### config.mk
export PLATFORM = sky130hd
export DESIGN_NAME = bdp_top
export DESIGN_NICKNAME = d
export VERILOG_FILES = /design/src/bdp_pkg.sv /design/src/bdp_top.sv /design/src/bdp_fifo.sv /design/src/bdp_decim.sv
export VERILOG_INCLUDE_DIRS = /design/src
export SDC_FILE = /design/constraint.sdc
export NUM_CORES = 2
export LEC_CHECK = 0
export BUFFER_PORTS_ARGS = -buffer_cell sky130_fd_sc_hd__buf_2
export CORE_MARGIN = 2
export CORE_UTILIZATION = 45
export DETAILED_ROUTE_END_ITERATION = 8
export PLACE_DENSITY = 0.69
export REMOVE_ABC_BUFFERS = 1
export SETUP_SLACK_MARGIN = 0.2
export SKIP_LAST_GASP = 1
export SYNTH_ARGS = -nofsm -noshare
export SYNTH_HDL_FRONTEND = slang
export SYNTH_SLANG_ARGS = --single-unit
### constraint.sdc
create_clock -name i_clk_sys -period 17 [get_ports i_clk_sys]
set_input_delay 0.85 -clock i_clk_sys [delete_from_list [all_inputs] [get_ports i_clk_sys]]
set_output_delay 0.85 -clock i_clk_sys [all_outputs]
set_load 0.02 [all_outputs]
### src/bdp_params.svh
// constants for the bridge decimation path: register offsets, field
// positions, reset values and timing figures.
// assumes a 40 MHz core clock and an 8-bit register port.
`ifndef BDP_PARAMS_SVH
`define BDP_PARAMS_SVH

// core clock and modulator timing, in ns
`define BDP_CLK_PERIOD_NS 25
`define BDP_MOD_PERIOD_NS 1000
`define BDP_OUT_PERIOD_NS 128000
`define BDP_SETTLE_NS 50000
// derived cycle counts (settle is a least time, so it rounds up)
`define BDP_MOD_DIV (`BDP_MOD_PERIOD_NS / `BDP_CLK_PERIOD_NS)
`define BDP_DEC_RATIO (`BDP_OUT_PERIOD_NS / `BDP_MOD_PERIOD_NS)
`define BDP_SETTLE_CYC ((`BDP_SETTLE_NS + `BDP_CLK_PERIOD_NS - 1) / `BDP_CLK_PERIOD_NS)

// register byte offsets
`define BDP_OFS_P_HIGH 8'h00
`define BDP_OFS_P_LOW 8'h01
`define BDP_OFS_T_HIGH 8'h02
`define BDP_OFS_T_LOW 8'h03
`define BDP_OFS_P_GAIN 8'h04
`define BDP_OFS_T_GAIN 8'h05
`define BDP_OFS_BRIDGE 8'h06
`define BDP_OFS_TEMP 8'h07
`define BDP_OFS_STATUS 8'h08
`define BDP_OFS_LEVEL 8'h09

// field positions
`define BDP_TEMP_INT_BIT 4
`define BDP_ST_VALID_BIT 0
`define BDP_ST_OVF_BIT 1
`define BDP_ST_SETTLED_BIT 2

// reset values
`define BDP_RST_P_GAIN 5'h00
`define BDP_RST_T_GAIN 2'h0
`define BDP_RST_BRIDGE 2'h0
`define BDP_RST_T_CUR 3'h0
`define BDP_RST_T_INT 1'b0

`endif

### src/bdp_pkg.sv
// types shared by the bridge decimation path modules.
// assumes bdp_params.svh supplies the numeric constants.
package bdp_pkg;

    // configuration fields steering the analog front end
    typedef struct packed {
        logic [4:0] p_gain;      // pressure gain code, 32 steps
        logic [1:0] t_gain;      // temperature gain, four steps
        logic [1:0] bridge_excitation_select;
        logic [2:0] temp_current_select;
        logic t_int_src;         // junction sensor feeds temperature channel
    } bdp_cfg_type;

    // one decimated sample with its strobe
    typedef struct packed {
        logic vld;
        logic [15:0] data;
    } bdp_smp_type;

    // power-up reference settling
    typedef enum logic [0:0] {
        BDP_SETTLING = 1'b0,
        BDP_RUNNING = 1'b1
    } bdp_ref_type;

endpackage : bdp_pkg

### src/bdp_top.sv
// bridge decimation path: two sigma-delta decimators, a pressure sample
// fifo, byte-wide sample registers and the front-end configuration.
// assumes modulator symbols synchronous to i_clk_sys and sampled on an
// internal 1 MHz enable; software uses the one-cycle register port.
//
// The plain strobed port and the address map were chosen for this implementation.
`include "bdp_params.svh"

// Summary of operation
// - accept 3-bit modulator symbols at 1 MHz
// - pressure sample every 128 us
// - pressure sample is 16-bit signed
// - full scale maps linearly onto code range
// - pressure sample readable as high/low bytes
// - two independent channels, each own converter
// - five-bit pressure gain code
// - two-bit temperature gain, four settings
// - two-bit bridge excitation select
// - three-bit temperature current source magnitude
// - junction sensor selectable as temperature input
// - discard results during 50 us reference settling
// - temperature channel also 16-bit signed, 128 us
module bdp_top #(
    parameter int FIFO_DEPTH = 32,
    parameter int SETTLE_CYC = `BDP_SETTLE_CYC
) (
    // clock and reset
    input wire logic i_clk_sys,
    input wire logic i_resetn,
    // modulator streams
    input wire logic [2:0] i_p_sym,
    input wire logic [2:0] i_t_sym,
    // register port
    input wire logic [7:0] i_addr,
    input wire logic [7:0] i_wdata,
    input wire logic i_wr,
    input wire logic i_rd,
    output logic [7:0] o_rdata,
    // front-end configuration and state
    output bdp_pkg::bdp_cfg_type o_cfg,
    output logic o_ref_settled,
    output logic o_mod_en
);
    localparam int LW = $clog2(FIFO_DEPTH) + 1;
    localparam int DW = $clog2(`BDP_MOD_DIV);
    localparam int SW = $clog2(SETTLE_CYC + 1);

    if ((SETTLE_CYC < 1) || (FIFO_DEPTH > 128)) begin : g_bad_top
        $error("bdp_top needs a settle count of at least one and depth up to 128");
    end

    // ------------------------------------------------------------
    // modulator rate enable
    // ------------------------------------------------------------
    logic [DW-1:0] div_reg, div_next;       // core cycles into this symbol
    logic mod_en_next;

    // one pulse per modulator period; symbols are taken on it
    always_comb begin
        mod_en_next = (div_reg == DW'(`BDP_MOD_DIV - 1));
        div_next = mod_en_next ? '0 : div_reg + 1'b1;
    end

    always_ff @(posedge i_clk_sys or negedge i_resetn) begin
        if (!i_resetn) begin
            div_reg <= '0;
            o_mod_en <= 1'b0;
        end else begin
            div_reg <= div_next;
            o_mod_en <= mod_en_next;
        end
    end

    // ------------------------------------------------------------
    // the two conversion channels
    // ------------------------------------------------------------
    bdp_pkg::bdp_smp_type p_smp;            // pressure decimator output
    bdp_pkg::bdp_smp_type t_smp;            // temperature decimator output

    // separate filters so the channels never share state
    bdp_decim #(.IN_W(3), .OUT_W(16), .RATIO(`BDP_DEC_RATIO)) u_p_decim (
        .i_clk_sys(i_clk_sys),
        .i_resetn(i_resetn),
        .i_sym_en(o_mod_en),
        .i_sym(i_p_sym),
        .o_smp(p_smp)
    );

    bdp_decim #(.IN_W(3), .OUT_W(16), .RATIO(`BDP_DEC_RATIO)) u_t_decim (
        .i_clk_sys(i_clk_sys),
        .i_resetn(i_resetn),
        .i_sym_en(o_mod_en),
        .i_sym(i_t_sym),
        .o_smp(t_smp)
    );

    // ------------------------------------------------------------
    // reference settling after power-up
    // ------------------------------------------------------------
    bdp_pkg::bdp_ref_type ref_reg, ref_next;
    logic [SW-1:0] set_reg, set_next;       // cycles since reset release, held at SETTLE_CYC once settled

    // results before the reference settles are thrown away; the first filter
    // output comes after settling, so its start-up transient is not hidden
    always_comb begin
        ref_next = ref_reg;
        set_next = set_reg;
        unique case (ref_reg)
            bdp_pkg::BDP_SETTLING: begin
                set_next = set_reg + 1'b1;
                if (set_reg == SW'(SETTLE_CYC - 1)) begin
                    ref_next = bdp_pkg::BDP_RUNNING;
                end
            end
            bdp_pkg::BDP_RUNNING: begin
                set_next = set_reg;
            end
        endcase
    end

    always_ff @(posedge i_clk_sys or negedge i_resetn) begin
        if (!i_resetn) begin
            ref_reg <= bdp_pkg::BDP_SETTLING;
            set_reg <= '0;
        end else begin
            ref_reg <= ref_next;
            set_reg <= set_next;
        end
    end

    assign o_ref_settled = (ref_reg == bdp_pkg::BDP_RUNNING);

    // ------------------------------------------------------------
    // pressure fifo and the sample holding register
    // ------------------------------------------------------------
    logic push;                             // settled pressure sample
    logic s_ready;                          // fifo can take it
    logic m_valid;
    logic m_ready;
    logic [15:0] m_data;
    logic [LW-1:0] level;
    logic consume;                          // low byte read ends a sample
    logic [15:0] hold_reg, hold_next;       // sample shown to software
    logic full_reg, full_next;              // hold_reg holds an unread sample
    logic ovf_reg, ovf_next;                // sample lost to a full fifo
    logic ovf_clr;

    assign push = p_smp.vld && o_ref_settled;
    assign consume = i_rd && (i_addr == `BDP_OFS_P_LOW) && full_reg;
    // the fifo drains only when the holding register is free, so an
    // unread sample stalls it and the fifo really fills
    assign m_ready = !full_reg || consume;

    bdp_fifo #(.WIDTH(16), .DEPTH(FIFO_DEPTH)) u_fifo (
        .i_clk_sys(i_clk_sys),
        .i_resetn(i_resetn),
        .i_s_valid(push),
        .i_s_data(p_smp.data),
        .o_s_ready(s_ready),
        .o_m_valid(m_valid),
        .o_m_data(m_data),
        .i_m_ready(m_ready),
        .o_level(level)
    );

    // both bytes load together, and only once the low byte of the
    // previous sample was read, so a high/low pair never splits
    always_comb begin
        hold_next = hold_reg;
        full_next = full_reg && !consume;
        if (m_valid && m_ready) begin
            hold_next = m_data;
            full_next = 1'b1;
        end
        // the modulator cannot be paused, so a full fifo drops the
        // sample; the flag records it and a set beats a clear
        ovf_next = ovf_reg && !ovf_clr;
        if (push && !s_ready) begin
            ovf_next = 1'b1;
        end
    end

    always_ff @(posedge i_clk_sys or negedge i_resetn) begin
        if (!i_resetn) begin
            hold_reg <= '0;
            full_reg <= 1'b0;
            ovf_reg <= 1'b0;
        end else begin
            hold_reg <= hold_next;
            full_reg <= full_next;
            ovf_reg <= ovf_next;
        end
    end

    // ------------------------------------------------------------
    // temperature sample and configuration registers
    // ------------------------------------------------------------
    logic [15:0] temp_reg, temp_next;       // latest settled temperature
    bdp_pkg::bdp_cfg_type cfg_reg, cfg_next;

    // one write strobe, decoded per offset
    function automatic logic wr_hit(input logic [7:0] ofs);
        wr_hit = i_wr && (i_addr == ofs);
    endfunction : wr_hit

    always_comb begin
        temp_next = temp_reg;
        cfg_next = cfg_reg;
        // the whole word updates at once, but a high/low read pair can straddle an update
        if (t_smp.vld && o_ref_settled) begin
            temp_next = t_smp.data;
        end
        if (wr_hit(`BDP_OFS_P_GAIN)) begin
            cfg_next.p_gain = i_wdata[4:0];
        end
        if (wr_hit(`BDP_OFS_T_GAIN)) begin
            cfg_next.t_gain = i_wdata[1:0];
        end
        if (wr_hit(`BDP_OFS_BRIDGE)) begin
            // code 3 is kept as written; the supply treats it as 1.25 V
            cfg_next.bridge_excitation_select = i_wdata[1:0];
        end
        if (wr_hit(`BDP_OFS_TEMP)) begin
            cfg_next.temp_current_select = i_wdata[2:0];
            cfg_next.t_int_src = i_wdata[`BDP_TEMP_INT_BIT];
        end
    end

    // spelled out: a continuous assign would not follow the function's hidden reads
    assign ovf_clr = i_wr && (i_addr == `BDP_OFS_STATUS) && i_wdata[`BDP_ST_OVF_BIT];

    always_ff @(posedge i_clk_sys or negedge i_resetn) begin
        if (!i_resetn) begin
            temp_reg <= '0;
            cfg_reg <= '{p_gain: `BDP_RST_P_GAIN, t_gain: `BDP_RST_T_GAIN,
                         bridge_excitation_select: `BDP_RST_BRIDGE,
                         temp_current_select: `BDP_RST_T_CUR,
                         t_int_src: `BDP_RST_T_INT};
        end else begin
            temp_reg <= temp_next;
            cfg_reg <= cfg_next;
        end
    end

    assign o_cfg = cfg_reg;

    // ------------------------------------------------------------
    // read data, one cycle after the strobe
    // ------------------------------------------------------------
    logic [7:0] rdata_next;
    logic [7:0] status;

    always_comb begin
        status = '0;
        status[`BDP_ST_VALID_BIT] = full_reg;
        status[`BDP_ST_OVF_BIT] = ovf_reg;
        status[`BDP_ST_SETTLED_BIT] = o_ref_settled;
        rdata_next = '0;
        if (i_rd) begin
            unique case (i_addr)
                `BDP_OFS_P_HIGH: rdata_next = hold_reg[15:8];
                `BDP_OFS_P_LOW: rdata_next = hold_reg[7:0];
                `BDP_OFS_T_HIGH: rdata_next = temp_reg[15:8];
                `BDP_OFS_T_LOW: rdata_next = temp_reg[7:0];
                `BDP_OFS_P_GAIN: rdata_next = {3'h0, cfg_reg.p_gain};
                `BDP_OFS_T_GAIN: rdata_next = {6'h00, cfg_reg.t_gain};
                `BDP_OFS_BRIDGE: rdata_next = {6'h00, cfg_reg.bridge_excitation_select};
                `BDP_OFS_TEMP: rdata_next = {3'h0, cfg_reg.t_int_src, 1'b0,
                                             cfg_reg.temp_current_select};
                `BDP_OFS_STATUS: rdata_next = status;
                `BDP_OFS_LEVEL: rdata_next = 8'(level);
                // unmapped offsets read as zero
                default: rdata_next = '0;
            endcase
        end
    end

    always_ff @(posedge i_clk_sys or negedge i_resetn) begin
        if (!i_resetn) begin
            o_rdata <= '0;
        end else begin
            o_rdata <= rdata_next;
        end
    end

    // helper: cycles since reset, saturating above the settle count
    logic [SW:0] age_reg;
    always_ff @(posedge i_clk_sys or negedge i_resetn) begin
        if (!i_resetn) begin
            age_reg <= '0;
        end else if (age_reg <= (SW + 1)'(SETTLE_CYC)) begin
            age_reg <= age_reg + 1'b1;
        end
    end
endmodule : bdp_top

### src/bdp_fifo.sv
// flip-flop fifo with valid/ready on both sides.
// assumes a single clock; depth must be a power of two.
module bdp_fifo #(
    parameter int WIDTH = 16,
    parameter int DEPTH = 32
) (
    // clock and reset
    input wire logic i_clk_sys,
    input wire logic i_resetn,
    // filling side
    input wire logic i_s_valid,
    input wire logic [WIDTH-1:0] i_s_data,
    output logic o_s_ready,
    // draining side
    output logic o_m_valid,
    output logic [WIDTH-1:0] o_m_data,
    input wire logic i_m_ready,
    // fill level
    output logic [$clog2(DEPTH):0] o_level
);
    localparam int AW = $clog2(DEPTH);

    // pointer arithmetic below wraps, so only powers of two work
    if ((DEPTH < 2) || ((1 << AW) != DEPTH)) begin : g_bad_depth
        $error("bdp_fifo depth must be a power of two");
    end

    logic [WIDTH-1:0] mem_reg [DEPTH];      // storage
    logic [AW:0] wr_reg, wr_next;           // write pointer with wrap bit
    logic [AW:0] rd_reg, rd_next;           // read pointer with wrap bit
    logic push, pop;

    // honest full and empty from the pointer difference
    assign o_level = wr_reg - rd_reg;
    assign o_s_ready = (o_level != DEPTH[AW:0] + {AW{1'b0}}) && !(o_level[AW]);
    assign o_m_valid = (wr_reg != rd_reg);
    assign o_m_data = mem_reg[rd_reg[AW-1:0]];

    // next pointers
    always_comb begin
        push = i_s_valid && o_s_ready;
        pop = o_m_valid && i_m_ready;
        wr_next = push ? wr_reg + 1'b1 : wr_reg;
        rd_next = pop ? rd_reg + 1'b1 : rd_reg;
    end

    // pointers only; storage is written below
    always_ff @(posedge i_clk_sys or negedge i_resetn) begin
        if (!i_resetn) begin
            wr_reg <= '0;
            rd_reg <= '0;
        end else begin
            wr_reg <= wr_next;
            rd_reg <= rd_next;
        end
    end

    // storage has no reset; nothing reads an unwritten slot
    always_ff @(posedge i_clk_sys) begin
        if (push) begin
            mem_reg[wr_reg[AW-1:0]] <= i_s_data;
        end
    end

endmodule : bdp_fifo

### src/bdp_decim.sv
// third-order cascaded integrator-comb decimator for one channel.
// assumes one modulator symbol per i_sym_en pulse, two's complement.
`include "bdp_params.svh"
module bdp_decim #(
    parameter int IN_W = 3,
    parameter int OUT_W = 16,
    parameter int RATIO = `BDP_DEC_RATIO
) (
    // clock and reset
    input wire logic i_clk_sys,
    input wire logic i_resetn,
    // modulator stream
    input wire logic i_sym_en,
    input wire logic [IN_W-1:0] i_sym,
    // decimated output
    output bdp_pkg::bdp_smp_type o_smp
);
    localparam int RW = $clog2(RATIO);
    localparam int W = IN_W + 3 * RW;        // growth of a third-order filter
    localparam int SH = W - OUT_W;           // full scale lands on 0x8000

    if (((1 << RW) != RATIO) || (SH < 0) || (OUT_W != 16)) begin : g_bad_cfg
        $error("bdp_decim needs a power-of-two ratio and a 16-bit output");
    end

    logic signed [W-1:0] i1_reg, i2_reg, i3_reg, i1_next, i2_next, i3_next;
    logic signed [W-1:0] z1_reg, z2_reg, z3_reg, z1_next, z2_next, z3_next;
    logic [RW-1:0] cnt_reg, cnt_next;        // symbols into this window
    bdp_pkg::bdp_smp_type smp_next;
    logic signed [W-1:0] y1, y2, y3, sym_ext;

    // integrators at the symbol rate, combs at the output rate;
    // wraparound in the integrators is harmless in modular arithmetic
    always_comb begin
        sym_ext = W'(signed'(i_sym));
        {i1_next, i2_next, i3_next} = {i1_reg, i2_reg, i3_reg};
        {z1_next, z2_next, z3_next} = {z1_reg, z2_reg, z3_reg};
        cnt_next = cnt_reg;
        smp_next = '{vld: 1'b0, data: o_smp.data};
        y1 = i3_reg - z1_reg;
        y2 = y1 - z2_reg;
        y3 = y2 - z3_reg;
        if (i_sym_en) begin
            i1_next = i1_reg + sym_ext;
            i2_next = i2_reg + i1_reg;
            i3_next = i3_reg + i2_reg;
            cnt_next = cnt_reg + 1'b1;
            // one output per RATIO symbols
            if (cnt_reg == RW'(RATIO - 1)) begin
                {z1_next, z2_next, z3_next} = {i3_reg, y1, y2};
                smp_next.vld = 1'b1;
                smp_next.data = OUT_W'(y3 >>> SH);
            end
        end
    end

    always_ff @(posedge i_clk_sys or negedge i_resetn) begin
        if (!i_resetn) begin
            {i1_reg, i2_reg, i3_reg, z1_reg, z2_reg, z3_reg} <= '0;
            cnt_reg <= '0;
            o_smp <= '0;
        end else begin
            {i1_reg, i2_reg, i3_reg} <= {i1_next, i2_next, i3_next};
            {z1_reg, z2_reg, z3_reg} <= {z1_next, z2_next, z3_next};
            cnt_reg <= cnt_next;
            o_smp <= smp_next;
        end
    end

    // helper: symbols seen since the last output
    logic [RW:0] seen_reg;
    always_ff @(posedge i_clk_sys or negedge i_resetn) begin
        if (!i_resetn) begin
            seen_reg <= '0;
        end else if (o_smp.vld) begin
            seen_reg <= (RW + 1)'(i_sym_en);
        end else if (i_sym_en) begin
            seen_reg <= seen_reg + 1'b1;
        end
    end
endmodule : bdp_decim

== Word level (Yosys, flattened, before mapping) ==
Memory sizes are Yosys's and may differ from the RTL's. A register that Yosys moved wholly into a read port is not among the register bits.
Index checks and enable logic that the tools add are counted.
Storage, ports and cells
  flip-flop bits (word level): 406
  bits in writable memories: 512
  input port bits: 26
  output and inout port bits: 23
  word-level logic and storage cells: 108
  memories: 1
Operators by class
  add/subtract/negate cells: 19
  equality and inequality tests: 15
  mux-type cells: 14
  reductions and logical operators: 26
Memories
  u_fifo.mem_reg: depth 32, width 16, read ports 1, clocked after memory_dff 1, write ports 1, RTL line bdp_fifo.sv:28  | logic [WIDTH-1:0] mem_reg [DEPTH];
Operators by type and width (number)
  subtractor 24 bit: 6
  adder 24 bit: 4
  case mux 8 bit (10 select lines): 1
  2-to-1 mux 17 bit: 4
  adder 24 x 3 -> 24 bit: 2
  equality test 8 x 3 -> 1 bit, second input constant: 4
  adder 6 x 1 -> 6 bit, second input constant: 3
  equality test 8 x 2 -> 1 bit, second input constant: 2
  equality test 8 x 4 -> 1 bit, second input constant: 2
  logical AND 1 bit: 16
  adder 7 x 1 -> 7 bit, second input constant: 2
  equality test 7 bit, second input constant: 2
  adder 11 x 1 -> 11 bit, second input constant: 1
  equality test 11 bit, second input constant: 1
  2-to-1 mux 11 bit: 1
  equality test 8 x 1 -> 1 bit, second input constant: 1
  zero test 8 bit: 1
  2-to-1 mux 8 bit: 1
  equality test 6 bit, second input constant: 1
  zero test 1 bit: 6
  2-to-1 mux 1 bit: 6
  2-to-1 mux 6 bit: 1
  != test 6 bit: 1
  != test 6 bit, second input constant: 1
  other kinds (3): 4

== Logic depth before layout (Yosys ltp) ==
  depth after elaboration: 6
  gate-level depth with buffers: 32
  gate-level depth less buffers: 32

== Hierarchy ==
Synthesis repeated with hierarchy kept, for this count alone.
Second synthesis, totals
  cells, all modules: 3929
  area, all modules: 48502.8 um^2
By module, submodules not included
  bdp_fifo: times used 1, cells an instance 975, area an instance 20478.4 um^2, seq. area each 15675.0 um^2
  bdp_decim at u_p_decim: times used 1, cells an instance 1356, area an instance 12359.4 um^2, seq. area each 4204.0 um^2
  bdp_decim at u_t_decim: times used 1, cells an instance 1336, area an instance 12240.5 um^2, seq. area each 4204.0 um^2
  bdp_top: times used 1, cells an instance 262, area an instance 3424.5 um^2, seq. area each 1851.8 um^2

== Worst setup path before layout ==
Ideal clock, no wire load.
  path type: register to register
  start point: register u_t_decim.i3_reg[0]
  end point: register u_t_decim.o_smp[15] in the netlist's numbering
  setup time: 125 ps
  arrival: 5425 ps
  data required time: 16875 ps
  path slack: 11450 ps
  stages on the path, launching flop included: 32
  path buffers: 0
  clock period less this slack: 5550 ps
  cell sequence: dfrtp_1 -> inv_1 -> ha_1 -> fa_1 -> nor2b_1 -> o21a_1 -> o21ai_0 -> a21oi_1 -> o21ai_0 -> nand2b_1 -> a21o_1 -> a21oi_1 -> xnor2_1 -> ha_1 -> a21o_1 -> a21o_1 -> a21o_1 -> a211oi_1 -> o21ai_0 -> a21oi_1 -> o21bai_1 -> a21oi_1 -> xnor2_1 -> ha_1 -> nand2b_1 -> nand2_1 -> a221oi_1 -> o21ai_0 -> a41oi_1 -> xnor2_1 -> xnor3_1 -> mux2_4
Between the ends
  word-level cells in the longest chain between the ends: 3
RTL lines
  from (decl): RTL line bdp_decim.sv:26  | logic signed [W-1:0] i1_reg, i2_reg, i3_reg, i1_next, i2_next, i3_next;
  from (signal assigned): RTL line bdp_decim.sv:63  | {i1_reg, i2_reg, i3_reg} <= {i1_next, i2_next, i3_next};
  subtractor 24 bit: RTL line bdp_decim.sv:40  | y1 = i3_reg - z1_reg;
  net u_t_decim.y1[14]: RTL line bdp_decim.sv:30  | logic signed [W-1:0] y1, y2, y3, sym_ext;
  subtractor 24 bit: RTL line bdp_decim.sv:41  | y2 = y1 - z2_reg;
  net u_t_decim.y2[21]: RTL line bdp_decim.sv:30
  subtractor 24 bit: RTL line bdp_decim.sv:42  | y3 = y2 - z3_reg;
  to (signal assigned): RTL line bdp_decim.sv:66  | o_smp <= smp_next;
  to (decl): RTL line bdp_decim.sv:16  | output bdp_pkg::bdp_smp_type o_smp
The timed path passes the listed nets, and every way through them passes these cells.
A chain may end at the register's enable or synchronous reset.

== Worst setup path after layout ==
Ends and elaborated chain as after synthesis.

==> metrics.md <==
| Metric | Value |
|---|---|
| Top_reg_cell synth | edfxtp_1 |
| Synthesized instance count | between 3000 and 4000 |
| Crit Path Max Fanout | 6 |
| Avg Inst Size Synth | ~13 sq um |
| Async SR Flop Fraction | between 40% and 50% |
| Fin cells | 5359 |
| Fin. Hold Viols | 0 |
| Buffers on Ports | 45 |
| Multi-input gate area | between 20000 and 25000 sq um |
| Sink Count | just over 900 |
| Clock slew at reported path FFs | about 60 ps |
| Sequential share of the synthesized area | about 54% |
| Max cap viols | 0 |
| Ant. Diodes | 0 |
| Number of synthesized flops with an enable pin | 512 |
| Cell at the slowest stage of the critical path | dfrtp_1 |
| Peak VDD IR | between 0.07 and 0.08 mV |
| CP Capture Type | flip-flop |
| Pin count of the biggest net entering global routing | 156 |
| Design Power | around 4.8 mW |
| HPWL Detailed | approximately 61000 um |
| Lkg Pwr | ~20 nW |
| Number of global-route vias before repair | a little under 30000 |
| Register Area | approximately 26000 sq um |
| CTS tree | built |
| Worst slew pin tran | 1229 ps |
| Share of post-route cells with drive strength above 1 | between 10% and 20% |
| Final hold slack | about 250 ps |
| Ys Warns | 0 |
| Setup TNS | 0 ps |
| RSZ-0062 raised after global routing | false |
| CTS hold repair buffers | 0 |
| Max reg flops | 512 |
| Wire length per cell | between 15 and 20 um |
| Flip-flop and latch count after synthesis | a little over 900 |
| H-tree Lvls | 3 |
| Post_cts resized | 0 |
| Period utilization | 37.76% |
| IO Pins | between 40 and 50 |
| Setup CP Type | reg -> reg |
| Starting DRC count in detailed routing | roughly 2200 |
| Total GRT Usage | 17.59% |
| Core area | approximately 110000 sq um |
| Critical Path RT | 17560 ps |
| CP bufs+invs | 1 |
| Net count, final | roughly 4200 |
| Die area | about 110000 sq um |
| Die Ht | approximately 330 um |
| Worst min-delay path class | in -> async |
| Post-CTS setup buffers | 0 |
| Post-route clock skew | around 68 ps |
| GPL Wtd Cong | between 0.8 and 0.9 |
| Status | finished with violations |
| Netlist cell types | 87 |
| Fillers | 8986 |
| Placed Instance Area | roughly 50000 sq um |
| Initial antenna violation count | 1 |
| Fin area | between 50000 and 60000 sq um |
| Initial DRT Pass Iterations | 9 |
| Final Max Tran Viols | 0 |
| Initial core utilization | 45.47% |
| Largest buffer count on any clock path | 3 |
| Mapped cell area | 47930 sq um |
| Failing checks | design-rule violations |
| Via count | between 20000 and 30000 |
| DR vias/cell | ~5.5 |
| Fin worst setup slack | between 10000 and 15000 ps |
| Syn-to-layout area delta | 11.01% |
| Slew HR | roughly 18% |
| WL final | between 90000 and 100000 um |
| Power density over cell area | about 90 nW/um^2 |
| Cell family with most CP delay | compound AO/OA/AOI/OAI gates |
| # placed instances | about 5200 |
| Root buffer selected by CTS | clkbuf_16 |
| Kind of start point of the critical path | flip-flop |
| Die Wd | roughly 330 um |
| Util after Layout | 50.47% |
| TritonCTS buffer count | slightly below 100 |
| Worst-skew pair later-pin latency | about 690 ps |
| FMAX | between 0.15 and 0.2 GHz |
| Slowest stage delay, CP | around 380 ps |
| Post-place setup slack | ~11000 ps |
| Remaining DRCs | 7 |
| First-pass GRT wire length | 153800 um |
| Total gr overflow | 0 |
| Setup violations, final | 0 |
| Crit path time final | 6420 ps |
| Crit path arrival time | 6980 ps |
| Rows | approximately 120 |
| Remaining antenna violation count | 0 |
==> logic make-up after synthesis <==
kind of cell    Yosys count  synth area share (%)
xor+xnor                262                 4.832
simple gates            766                 7.440
buf+inv                 343                 2.691
mux                     339                 11.66
flops                   934                 54.11
fa+ha+maj               299                 7.978
compound gates          863                 11.28
==> cells in the mapped netlist, types with 24 or more instances <==
cell	number	share of area, %
edfxtp_1	512	32
dfrtp_1	422	22
nand2_1	311	2.4
ha_1	288	7.5
o21ai_0	271	2.8
inv_1	223	1.7
a21oi_1	215	2.2
xnor2_1	177	3.2
nor2_1	168	1.3
mux4_2	160	7.5
mux2_2	152	3.6
a21o_1	120	1.9
clkbuf_1	93	0.73
xor2_1	83	1.5
nand3_1	54	0.56
nor3_1	36	0.38
nand2b_1	33	0.43
nor2b_1	32	0.42
o21a_1	32	0.50
nand4_1	29	0.38
and3_1	26	0.34
mux2i_1	26	0.54
o21bai_1	25	0.39
a211oi_1	24	0.38
o31ai_1	24	0.38
==> per-layer routing <==
layer	routed length (um)	up-vias	GRT usage (%)
met5	0	-	0
met4	2324	0	5.017
met3	5276	150	2.988
met2	45790	661	29.40
met1	42270	14290	23.71
li1	-	14380	-
==> cell type report <==
cell class	count	area share, %
Timing Repair Buffer	94	1.180
Inverter	225	1.592
Sequential cell	934	48.76
Multi-Input combinational cell	2529	38.92
Clock buffer	125	4.931
Tap cell	1391	3.271
Clock inverter	61	1.338
==> path summary, 6_finish.rpt <==
path                                        end  slack (ps)  depth (start not counted)                 from
setup / recovery            u_t_decim.o_smp[15]       10580                         31  u_t_decim.i3_reg[0]
max in group asynchronous  u_p_decim.z1_reg[23]       14400                          3             i_resetn
min in group i_clk_sys                o_cfg[11]         410                          2           i_wdata[3]
hold / removal              u_t_decim.z3_reg[1]         250                          1             i_resetn
setup reg to reg            u_t_decim.o_smp[15]       10580                         31  u_t_decim.i3_reg[0]
hold reg to reg                      div_reg[0]         460                          1           div_reg[0]
==> where the power goes <==
| part | switching (mW) | internal (mW) | leakage (nW) |
|---|---|---|---|
| clock | 0.900 | 1.28 | 1.61 |
| combinational | 0.124 | 0.0976 | 9.46 |
| sequential | 0.0186 | 2.39 | 9.20 |
==> cell usage in the layout (no fill, tap or decap), drive strengths merged, types with 38 or more instances in the layout <==
cell,netlist,layout
a21o,120,120
a21oi,216,216
buf,25,94
clkbuf,93,125
clkinv,0,43
dfrtp,422,422
edfxtp,512,512
ha,288,288
inv,225,225
mux2,153,153
mux4,160,160
nand2,311,311
nand3,54,54
nor2,168,168
nor3,38,38
o21ai,276,276
xnor2,178,178
xor2,83,83
Note: power is estimated with default switching activity, not from simulation.
